[config.mk]
export PLATFORM = sky130hd
export DESIGN_NAME = oam_status_counters
export DESIGN_NICKNAME = d
export VERILOG_FILES = /design/src/oam_status_pkg.sv /design/src/oam_status_counters.sv
export SDC_FILE = /design/constraint.sdc
export NUM_CORES = 1
export LEC_CHECK = 0
export BUFFER_PORTS_ARGS = -buffer_cell sky130_fd_sc_hd__buf_2
export CORE_MARGIN = 5
export CORE_UTILIZATION = 40
export CTS_BUF_LIST = sky130_fd_sc_hd__clkbuf_8 sky130_fd_sc_hd__clkbuf_16
export DETAILED_ROUTE_END_ITERATION = 7
export GPL_ROUTABILITY_DRIVEN = 0
export PLACE_DENSITY = 0.66
export SETUP_SLACK_MARGIN = 0.1
export SLEW_MARGIN = 15
export SYNTH_ARGS = -nofsm -noshare
export SYNTH_HDL_FRONTEND = slang
export SYNTH_SLANG_ARGS = --single-unit
[constraint.sdc]
create_clock -name clock -period 3 [get_ports clock]
set_input_delay 0.6 -clock clock [delete_from_list [all_inputs] [get_ports clock]]
set_output_delay 0.6 -clock clock [all_outputs]
set_load 0.005 [all_outputs]
[src/oam_status_pkg.sv]
// Purpose: constants and types shared by the maintenance status/counter bank
// Assumes: 32-bit APB, one register per aligned word
// Notes: printed offsets are register indices; byte address is four times the index
package oam_status_pkg;
	localparam logic [7:0] idx_maint_ctrl      = 8'h44;
	localparam logic [7:0] idx_tx_count        = 8'h4D;
	localparam logic [7:0] idx_rx_count        = 8'h4E;
	localparam logic [7:0] idx_partner_mirror  = 8'h4F;
	localparam logic [7:0] idx_status_first    = 8'h50;
	localparam logic [7:0] idx_status_second   = 8'h51;
	localparam logic [7:0] idx_partner_status  = 8'h58;
	localparam logic [7:0] idx_irq_status      = 8'hF0;
	localparam logic [7:0] idx_irq_mask        = 8'hF1;

	localparam int addr_lsb = 2;

	localparam int bit_role         = 6;
	localparam int bit_loopback     = 5;
	localparam int bit_loss_select  = 4;
	localparam int bit_diag         = 3;
	localparam int bit_utp_down     = 2;
	localparam int bit_opt_absent   = 1;
	localparam int bit_multi_if     = 3;
	localparam int bit_autoneg      = 2;
	localparam int bit_duplex       = 1;
	localparam int bit_speed        = 0;

	localparam logic [7:0] count_reset          = 8'h00;
	localparam logic [7:0] count_clear_value    = 8'h00;
	localparam logic [7:0] mirror_reset_terminal = 8'h07;
	localparam logic [7:0] mirror_reset_centre   = 8'h47;

	localparam int irq_bit_tx       = 0;
	localparam int irq_bit_rx       = 1;
	localparam int irq_bit_opt      = 2;
	localparam int irq_bit_utp      = 3;
	localparam int irq_width        = 4;

	typedef struct packed {
		logic optical_signal_absent;
		logic loss_select_pin;
		logic diagnostic_fail_pin;
		logic utp_link_down;
		logic utp_full_duplex;
		logic utp_speed_100;
		logic autoneg_enable_pin;
	} phy_pins_t;

	typedef struct packed {
		logic       tx_valid_packet;
		logic       rx_valid_packet;
		logic       partner_update;
		logic [7:0] partner_status_byte;
		logic       loopback_active;
	} engine_events_t;
endpackage

[src/oam_status_counters.sv]
// Purpose: maintenance status and packet counter register bank behind APB
// Assumes: pins are asynchronous and synchronised here; engine events are on clock
// Notes: role is a strap caught once its synchroniser holds the real pin level,
//        the third clock after reset release; until then the role reads centre
// Notes: interrupt status at index 0xF0 and mask at 0xF1, bits tx, rx, optical, utp
// Notes: apb has no wait states; read data is registered from the setup cycle
// Operation
// - count each valid transmitted maintenance packet not arriving in the same cycle as a clear
// - count only good received maintenance packets
// - writing zero to control clears counters
// - mirror partner status while optical link up
// - role bit six: terminal one, centre zero
// - bit five set in any loopback state
// - bit four: pin on terminal, software on centre
// - bit three diagnostic: pin terminal, software centre
// - bit two utp down, resets to one
// - bit one set when optical signal absent
// - second byte bit three multi interface, writable
// - autoneg bit: pin at strap then software on terminal, zero centre
// - duplex bit, zero if down or centre
// - speed bit, zero if down or centre
// - partner bytes share local status layout
`timescale 1ns/1ps
module oam_status_counters
(
	input  wire logic                          clock,
	input  wire logic                          nrst,
	input  wire logic                          psel,
	input  wire logic                          penable,
	input  wire logic                          pwrite,
	input  wire logic [11:0]                   paddr,
	input  wire logic [31:0]                   pwdata,
	output logic      [31:0]                   prdata,
	output logic                               pready,
	output logic                               pslverr,
	input  wire logic                          terminal_role_strap,
	input  wire oam_status_pkg::phy_pins_t     pins,
	input  wire oam_status_pkg::engine_events_t events,
	output logic                               irq
);
	oam_status_pkg::phy_pins_t pins_meta;
	oam_status_pkg::phy_pins_t pins_sync;
	logic                      strap_meta;
	logic                      strap_sync;
	logic                      strap_taken;
	logic                      terminal_role;
	logic                      next_terminal_role;
	logic                      next_strap_taken;
	oam_status_pkg::phy_pins_t next_pins_meta;
	oam_status_pkg::phy_pins_t next_pins_sync;
	logic                      next_strap_meta;
	logic                      next_strap_sync;

	// counts edges since release so the strap is only taken once it has crossed both flops
	logic [1:0]                strap_warm;
	logic [1:0]                next_strap_warm;

	logic [7:0] tx_count;
	logic [7:0] rx_count;
	logic [7:0] partner_mirror;
	logic       loss_select;
	logic       diag_result;
	logic       utp_down;
	logic       multi_if;
	logic       autoneg;
	logic [7:0] next_tx_count;
	logic [7:0] next_rx_count;
	logic [7:0] next_partner_mirror;
	logic       next_loss_select;
	logic       next_diag_result;
	logic       next_utp_down;
	logic       next_multi_if;
	logic       next_autoneg;

	logic [oam_status_pkg::irq_width-1:0] irq_status;
	logic [oam_status_pkg::irq_width-1:0] irq_mask;
	logic [oam_status_pkg::irq_width-1:0] next_irq_status;
	logic [oam_status_pkg::irq_width-1:0] next_irq_mask;
	logic [oam_status_pkg::irq_width-1:0] irq_events;
	logic                                 opt_prev;
	logic                                 utp_prev;
	logic                                 next_opt_prev;
	logic                                 next_utp_prev;
	logic                                 next_irq;

	logic [31:0] next_prdata;
	logic [7:0]  reg_index;
	logic        wr_access;
	logic        rd_access;
	logic        mapped;
	logic [7:0]  status_first;
	logic [7:0]  status_second;

	// two-flop synchronisers for all asynchronous inputs; only the second stage is read
	always_comb
	begin
		next_pins_meta  = pins;
		next_pins_sync  = pins_meta;
		next_strap_meta = terminal_role_strap;
		next_strap_sync = strap_meta;
		// strap_sync shows the real strap only from the second edge after release
		next_strap_warm = {strap_warm[0], 1'b1};
	end

	always_ff @(posedge clock or negedge nrst)
	begin
		if (!nrst)
		begin
			pins_meta  <= '0;
			pins_sync  <= '0;
			strap_meta <= 1'b0;
			strap_sync <= 1'b0;
			strap_warm <= 2'b00;
		end
		else
		begin
			pins_meta  <= next_pins_meta;
			pins_sync  <= next_pins_sync;
			strap_meta <= next_strap_meta;
			strap_sync <= next_strap_sync;
			strap_warm <= next_strap_warm;
		end
	end

	assign reg_index = paddr[oam_status_pkg::addr_lsb +: 8];
	assign wr_access = psel && penable && pwrite;
	assign rd_access = psel && penable && !pwrite;
	assign pready    = 1'b1;

	always_comb
	begin
		mapped = 1'b1;
		case (reg_index)
			oam_status_pkg::idx_maint_ctrl,
			oam_status_pkg::idx_tx_count,
			oam_status_pkg::idx_rx_count,
			oam_status_pkg::idx_partner_mirror,
			oam_status_pkg::idx_status_first,
			oam_status_pkg::idx_status_second,
			oam_status_pkg::idx_irq_status,
			oam_status_pkg::idx_irq_mask: mapped = 1'b1;
			default: mapped = 1'b0;
		endcase
		// byte lanes are not supported: only whole aligned words are accepted
		if (paddr[1:0] != 2'b00)
		begin
			mapped = 1'b0;
		end
	end

	assign pslverr = psel && penable && !mapped;

	// role and strap capture: strap is sampled once synchronised, then held
	// taking it earlier would latch the synchroniser's reset value, not the pin
	always_comb
	begin
		next_strap_taken   = strap_warm[1];
		next_terminal_role = strap_taken ? terminal_role : strap_sync;
	end

	always_ff @(posedge clock or negedge nrst)
	begin
		if (!nrst)
		begin
			strap_taken   <= 1'b0;
			terminal_role <= 1'b0;
		end
		else
		begin
			strap_taken   <= next_strap_taken;
			terminal_role <= next_terminal_role;
		end
	end

	// live status composition
	always_comb
	begin
		status_first = 8'h00;
		status_first[oam_status_pkg::bit_role]        = terminal_role;
		status_first[oam_status_pkg::bit_loopback]    = events.loopback_active;
		status_first[oam_status_pkg::bit_loss_select] = loss_select;
		status_first[oam_status_pkg::bit_diag]        = diag_result;
		status_first[oam_status_pkg::bit_utp_down]    = utp_down;
		status_first[oam_status_pkg::bit_opt_absent]  = pins_sync.optical_signal_absent;

		status_second = 8'h00;
		status_second[oam_status_pkg::bit_multi_if] = multi_if;
		status_second[oam_status_pkg::bit_autoneg]  = terminal_role && autoneg;
		status_second[oam_status_pkg::bit_duplex]   =
			terminal_role && !utp_down && pins_sync.utp_full_duplex;
		status_second[oam_status_pkg::bit_speed]    =
			terminal_role && !utp_down && pins_sync.utp_speed_100;
	end

	// counters, mirror and writable status bits
	always_comb
	begin
		next_tx_count       = tx_count;
		next_rx_count       = rx_count;
		next_partner_mirror = partner_mirror;
		next_loss_select    = loss_select;
		next_diag_result    = diag_result;
		next_utp_down       = utp_down;
		next_multi_if       = multi_if;
		next_autoneg        = autoneg;

		// eight-bit adders wrap from 255 to zero on their own
		if (events.tx_valid_packet)
		begin
			next_tx_count = tx_count + 8'h01;
		end
		if (events.rx_valid_packet)
		begin
			next_rx_count = rx_count + 8'h01;
		end

		// a clear in the same cycle as a packet wins: that packet is lost
		if (wr_access && reg_index == oam_status_pkg::idx_maint_ctrl
			&& pwdata[7:0] == oam_status_pkg::count_clear_value)
		begin
			next_tx_count = oam_status_pkg::count_reset;
			next_rx_count = oam_status_pkg::count_reset;
		end

		// mirror takes its role-dependent reset value while the strap is being taken
		if (!strap_taken)
		begin
			next_partner_mirror = strap_sync ? oam_status_pkg::mirror_reset_terminal
				: oam_status_pkg::mirror_reset_centre;
		end
		else if (events.partner_update && !pins_sync.optical_signal_absent)
		begin
			next_partner_mirror = events.partner_status_byte;
		end

		// pin-owned bits: diag and autoneg start from the pins, then all but autoneg follow them in terminal role
		if (!strap_taken)
		begin
			next_diag_result = strap_sync && pins_sync.diagnostic_fail_pin;
			next_autoneg     = strap_sync && pins_sync.autoneg_enable_pin;
		end
		else if (terminal_role)
		begin
			next_loss_select = pins_sync.loss_select_pin;
			next_diag_result = pins_sync.diagnostic_fail_pin;
			next_utp_down    = pins_sync.utp_link_down;
		end

		// centre role: software owns loss_select, diag and utp_down; multi_if is writable in any role, autoneg in terminal role only
		if (wr_access && reg_index == oam_status_pkg::idx_status_first && strap_taken && !terminal_role)
		begin
			next_loss_select = pwdata[oam_status_pkg::bit_loss_select];
			next_diag_result = pwdata[oam_status_pkg::bit_diag];
			next_utp_down    = pwdata[oam_status_pkg::bit_utp_down];
		end
		if (wr_access && reg_index == oam_status_pkg::idx_status_second)
		begin
			next_multi_if = pwdata[oam_status_pkg::bit_multi_if];
			if (terminal_role)
			begin
				next_autoneg = pwdata[oam_status_pkg::bit_autoneg];
			end
		end
	end

	always_ff @(posedge clock or negedge nrst)
	begin
		if (!nrst)
		begin
			tx_count       <= oam_status_pkg::count_reset;
			rx_count       <= oam_status_pkg::count_reset;
			partner_mirror <= oam_status_pkg::mirror_reset_centre;
			loss_select    <= 1'b0;
			diag_result    <= 1'b0;
			utp_down       <= 1'b1;
			multi_if       <= 1'b0;
			autoneg        <= 1'b0;
		end
		else
		begin
			tx_count       <= next_tx_count;
			rx_count       <= next_rx_count;
			partner_mirror <= next_partner_mirror;
			loss_select    <= next_loss_select;
			diag_result    <= next_diag_result;
			utp_down       <= next_utp_down;
			multi_if       <= next_multi_if;
			autoneg        <= next_autoneg;
		end
	end

	// interrupt causes: packet strobes and changes of the two link-down indications
	always_comb
	begin
		irq_events = '0;
		irq_events[oam_status_pkg::irq_bit_tx]  = events.tx_valid_packet;
		irq_events[oam_status_pkg::irq_bit_rx]  = events.rx_valid_packet;
		irq_events[oam_status_pkg::irq_bit_opt] = pins_sync.optical_signal_absent != opt_prev;
		irq_events[oam_status_pkg::irq_bit_utp] = utp_down != utp_prev;
		next_opt_prev = pins_sync.optical_signal_absent;
		next_utp_prev = utp_down;
	end

	// sticky interrupt status, cleared by read; a new event wins over the clear
	always_comb
	begin
		next_irq_status = irq_status;
		next_irq_mask   = irq_mask;
		if (rd_access && reg_index == oam_status_pkg::idx_irq_status)
		begin
			next_irq_status = '0;
		end
		next_irq_status = next_irq_status | irq_events;
		if (wr_access && reg_index == oam_status_pkg::idx_irq_mask)
		begin
			next_irq_mask = pwdata[oam_status_pkg::irq_width-1:0];
		end
		next_irq = |(next_irq_status & next_irq_mask);
	end

	always_ff @(posedge clock or negedge nrst)
	begin
		if (!nrst)
		begin
			irq_status <= '0;
			irq_mask   <= '0;
			opt_prev   <= 1'b0;
			utp_prev   <= 1'b1;
			irq        <= 1'b0;
		end
		else
		begin
			irq_status <= next_irq_status;
			irq_mask   <= next_irq_mask;
			opt_prev   <= next_opt_prev;
			utp_prev   <= next_utp_prev;
			irq        <= next_irq;
		end
	end

	// read data registered in the setup cycle, valid in the access phase
	always_comb
	begin
		next_prdata = 32'h0000_0000;
		if (psel && !penable && !pwrite)
		begin
			case (paddr[oam_status_pkg::addr_lsb +: 8])
				oam_status_pkg::idx_tx_count:       next_prdata[7:0] = tx_count;
				oam_status_pkg::idx_rx_count:       next_prdata[7:0] = rx_count;
				oam_status_pkg::idx_partner_mirror: next_prdata[7:0] = partner_mirror;
				oam_status_pkg::idx_status_first:   next_prdata[7:0] = status_first;
				oam_status_pkg::idx_status_second:  next_prdata[7:0] = status_second;
				oam_status_pkg::idx_irq_status:
					next_prdata[oam_status_pkg::irq_width-1:0] = irq_status | irq_events;
				oam_status_pkg::idx_irq_mask:
					next_prdata[oam_status_pkg::irq_width-1:0] = irq_mask;
				default:                            next_prdata = 32'h0000_0000;
			endcase
		end
	end

	always_ff @(posedge clock or negedge nrst)
	begin
		if (!nrst)
		begin
			prdata <= 32'h0000_0000;
		end
		else
		begin
			prdata <= next_prdata;
		end
	end
endmodule

* After elaboration in Yosys (flattened, before gate mapping)
Index checks and enable logic that the tools add are counted.
Word-level totals: register bits after elaboration 68, input port bits 69
Cells by class: $add $sub $neg 2, equal/unequal tests 12, mux-type cells 26, bitwise operators 3, reductions and logical operators 36
Operators by type and width (count):
- two-way mux 8 bit | 7
- == test 8 x 7 -> 1 bit (second input constant) | 6
- case mux 4 bit (7 select lines) | 1
- logical AND 1 bit | 21
- adder 8 x 1 -> 8 bit (second input constant) | 2
- == test 8 bit (second input constant) | 2
- case mux 4 bit (4 select lines) | 1
- two-way mux 1 bit | 14
- nonzero test 2 bit | 5
- zero test 8 bit | 1
- two-way mux 4 bit | 2
- bitwise OR 4 bit | 2
- OR reduction 8 bit | 1
- two-way mux 7 bit | 1
- zero test 1 bit | 6
- AND 4 bit | 1
- OR reduction 4 bit | 1
- != test 3 x 1 -> 1 bit (second input constant) | 1
- != test 1 bit | 2
- != test 2 x 1 -> 1 bit (second input constant) | 1
- AND reduction 2 bit | 1

* Longest topological paths before layout
depth in word-level cells 7, depth in mapped cells 6, depth with buffers taken out 5

* Worst setup path after synthesis
No wires, ideal clock.
path kind input to output, start point input paddr[7], end point output pslverr, arrival 1.575 ns, data required time 2.400 ns, path slack 0.825 ns, stages 5, path buffers 0, cells stage by stage nor2_2 > nand4_1 > nor2_1 > a21oi_1 > o311a_1
Between the ends: cells in the longest elaborated chain, start to end 6, elaborated cells between the ends (all ways) 13, classes of those cells eq/ne (8); mux (2); reduce/logical (3)
RTL lines:
- from (decl) | RTL line oam_status_counters.sv:31 | input wire logic [11:0] paddr,
- == test 8 x 7 -> 1 bit or == test 8 bit (tied branches) | RTL line oam_status_counters.sv:133 | case (reg_index)
- OR reduction 8 bit (*) | RTL line oam_status_counters.sv:133
- two-way mux 1 bit (*) | RTL line oam_status_counters.sv:133
- two-way mux 1 bit (*) | RTL line oam_status_counters.sv:145 | if (paddr[1:0] != 2'b00)
- zero test 1 bit (*) | RTL line oam_status_counters.sv:151 | assign pslverr = psel && penable && !mapped;
- logical AND 1 bit (*) | RTL line oam_status_counters.sv:151
- to (decl) | RTL line oam_status_counters.sv:35 | output logic pslverr,
Every way passes the cells marked *; elsewhere a longest branch is shown, timed or not.

* Final worst setup path
Same ends and word-level chain as after synthesis.

==> results.toml <==
[finish]
instances_no_fill = 461
final_cell_mix = "dfrtp_1 (62), buf_2 (52), nor2_1 (38)"
layout.nets = 425
drive_gt1_share_pct = 24.51
n_antenna_cell = 0
final_core_utilization_pct = 47.20
final_cell_area_sq_mm = 0.003647
syn_to_final_growth_pct = 15.26
layout_commonest_cell = "dfrtp_1"

[die]
fp.dieW_um = 98.94
rows = 32
start_util_pct = 40.95
die-area_sq_mm = 0.009789
core_sq_mm = 0.007727
die_y_um = 98.94
ios = 104

[synth]
yosysSeqAreaShare_pct = 54.01
synth_cell_type_count = 44
synth_top_flop_cell = "dfrtp_1"
synth_edf_count = 0
synth_async_sr_flop_share_pct = 100.0
avgSynthCellArea_sq_um = 10.62
synthesis.area_sq_mm = 0.003164
ys_ff_latch = 68
yosysWarningCount = 0
synth.top_cell.area_share_pct = 49.03
yosysTopAreaCell = "dfrtp_1"
synth_area_leaders = "dfrtp_1 (49%), buf_4 (5.9%), dfstp_2 (5.0%)"
syn_inst = 298

[placed_design]
placed_area_sq_mm = 0.003456
dpl.cell_count = 445
hpwl_um = 5062
port-buffer-count = 52

[grt]
antenna_found_initial = 0
overflow = 0
grt_max_degree = 37
grt_pass1_wl_um = 10710
grt.total_usage_pct = 14.10
grt_pass1_vias = 2196

[clocking]
cts-root-buf = "clkbuf_8"
numCtsBuffers = 9
clk_pin_slew_worst_paths_ns = 0.08
clock_path_buffers = 2
clk_latency_ns = 0.34
clock_sinks = 68
cts_hold_buf = 0
cts-resized-gates = 0
cts_tree = "built"
post_cts_buffers = 0
h-tree-depth = 3

[timing]
hold_viol = 0
finalClockSkew_ns = 0.008731
slew_violations = 0
tightest_slew_ns = 0.7684
hold_ws_ns = 0.3273
min_period_over_period_pct = 79.19
finalCriticalPeriod_ns = 2.376
setup_viol = 0
rsz0062_at_grt = "no"
setup_tns_ns = 0
relSlewSlack_pct = 48.77
fmax_ghz = 0.4209

[drt]
drt-pass1-iter-count = 4
routedWlPerCell_um = 14.43
via_per_inst = 4.874
via_count = 2247
drt-met1-wl_um = 3040
ant_nets = 0
top_layer = "met4"
drt-total-wl_um = 6654
drc_errors = 0
met2_length_um = 3087
dr_wl_met3_um = 429
drt-initial-drc-count = 104

[worst_setup_path]
rr_startpoint = "tx_count[3]"
crit_path_start = "paddr[7]"
r2r_setup_slack_ns = 1.50
cp_num_buf_inv = 2
rr_worst_depth = 5
critPathArrivalTime_ns = 1.78
cp_common_cell = "buf_2"
timing.rr.end = "prdata[3]"
path_delay_family = "compound AO/OA/AOI/OAI gates"
end_kind = "primary output"
critical-path-max-stage-delay_ns = 0.28
cpMaxStageDelayCell = "o311a_1"
crit_type = "input pin to primary output"
critPathRequiredTime_ns = 2.40
crit_chain = "buf_2 -> nor2_2 -> nand3_1 -> o31ai_1 -> a21oi_1 -> o311a_1 -> buf_2"
worstPathMaxFanout = 5
start_kind = "input pin"

[power_and_ir_drop]
vdd_ir_drop_max_mv = 0.3141
power_density_mw_per_mm2 = 621.2
power.leakage_nw = 1.687

[worst_hold_path]
min_path_type = "input pin to asynchronous set/reset pin"

[job]
drv_cap = 0

[outcome]
outcome = "complete, no violations"
==> how the worst max path moves through the flow <==
stage,end,slack [ns],cells after the start
2_1_floorplan,pslverr,0.82,5
6_report,pslverr,0.62,7
5_1_grt,pslverr,0.55,7
4_1_cts,pslverr,0.61,7
3_3_place_gp,pslverr,0.64,7
3_5_place_dp,pslverr,0.62,7
==> worst reg2reg max path, stage by stage (launching register included) <==
cell and delay, ns:
dfrtp_1 0.44, mux2_1 0.33, a22oi_1 0.17, nor2_1 0.07
a221oi_1 0.22, a31oi_1 0.14
==> cells in the mapped netlist, drive strengths merged (5+ instances only) <==
library cell  number
buf               28
dfrtp             62
nor2              39
nand2             28
a21oi             10
nand3             10
a22oi             12
o21ai              7
mux2              14
nor2b              5
clkbuf             7
xor2              10
xnor2              5
dfstp              6
nand4              8
==> stage by stage <==
step	setup slack [ns]	total power [mW]
after CTS	0.6141	2.285
after floorplan	0.8249	1.442
after detailed placement	0.6223	1.555
after global routing	0.5457	2.400
after global placement	0.6374	1.541
final	0.6243	2.265
==> report_power, final <==
| group | internal, mW | total, mW | switching (mW) |
|---|---|---|---|
| logic | 0.172 | 0.354 | 0.182 |
| registers | 1.05 | 1.19 | 0.138 |
| clock network | 0.378 | 0.724 | 0.346 |
==> sequential cells by signal, summed over array words and instances, names as in the netlist <==
register	flops
autoneg	1
diag_result	1
irq	1
irq_mask	4
irq_status	4
loss_select	1
multi_if	1
next_opt_prev	1
next_pins_sync	7
next_strap_sync	1
next_utp_prev	1
opt_prev	1
partner_mirror	8
pins_sync	6
prdata	8
rx_count	8
strap_sync	1
strap_taken	1
strap_warm	2
terminal_role	1
tx_count	8
utp_prev	1
==> per-layer routing <==
| layer | vias up | GRT usage (%) |
|---|---|---|
| li1 | 1094 | - |
| met4 | 0 | 5.357 |
| met5 | - | 0 |
| met1 | 1069 | 18.39 |
| met2 | 73 | 21.69 |
| met3 | 11 | 4.812 |
==> cells by family after synthesis <==
kind of cell             after synthesis  share of synthesized area [%]
AO/OA/AOI/OAI                         48                          10.24
other                                  2                         0.2373
multiplexers                          18                          6.248
buffers and inverters                 36                          7.355
XOR/XNOR                              15                          4.152
AND/OR/NAND/NOR                      109                          16.96
flip-flops                            68                          54.01
adder cells (fa/ha/maj)                2                         0.7907
==> layout make-up <==
cell class / count / area (sq um)
Clock buffer: 9 / 123.9
Clock inverter: 7 / 67.56
Fill cell: 741 / 4080
Inverter: 1 / 3.754
Multi-Input combinational cell: 218 / 1313
Sequential cell: 68 / 1709
Tap cell: 102 / 127.6
Timing Repair Buffer: 56 / 302.8
(Power assumes the default switching activity.)
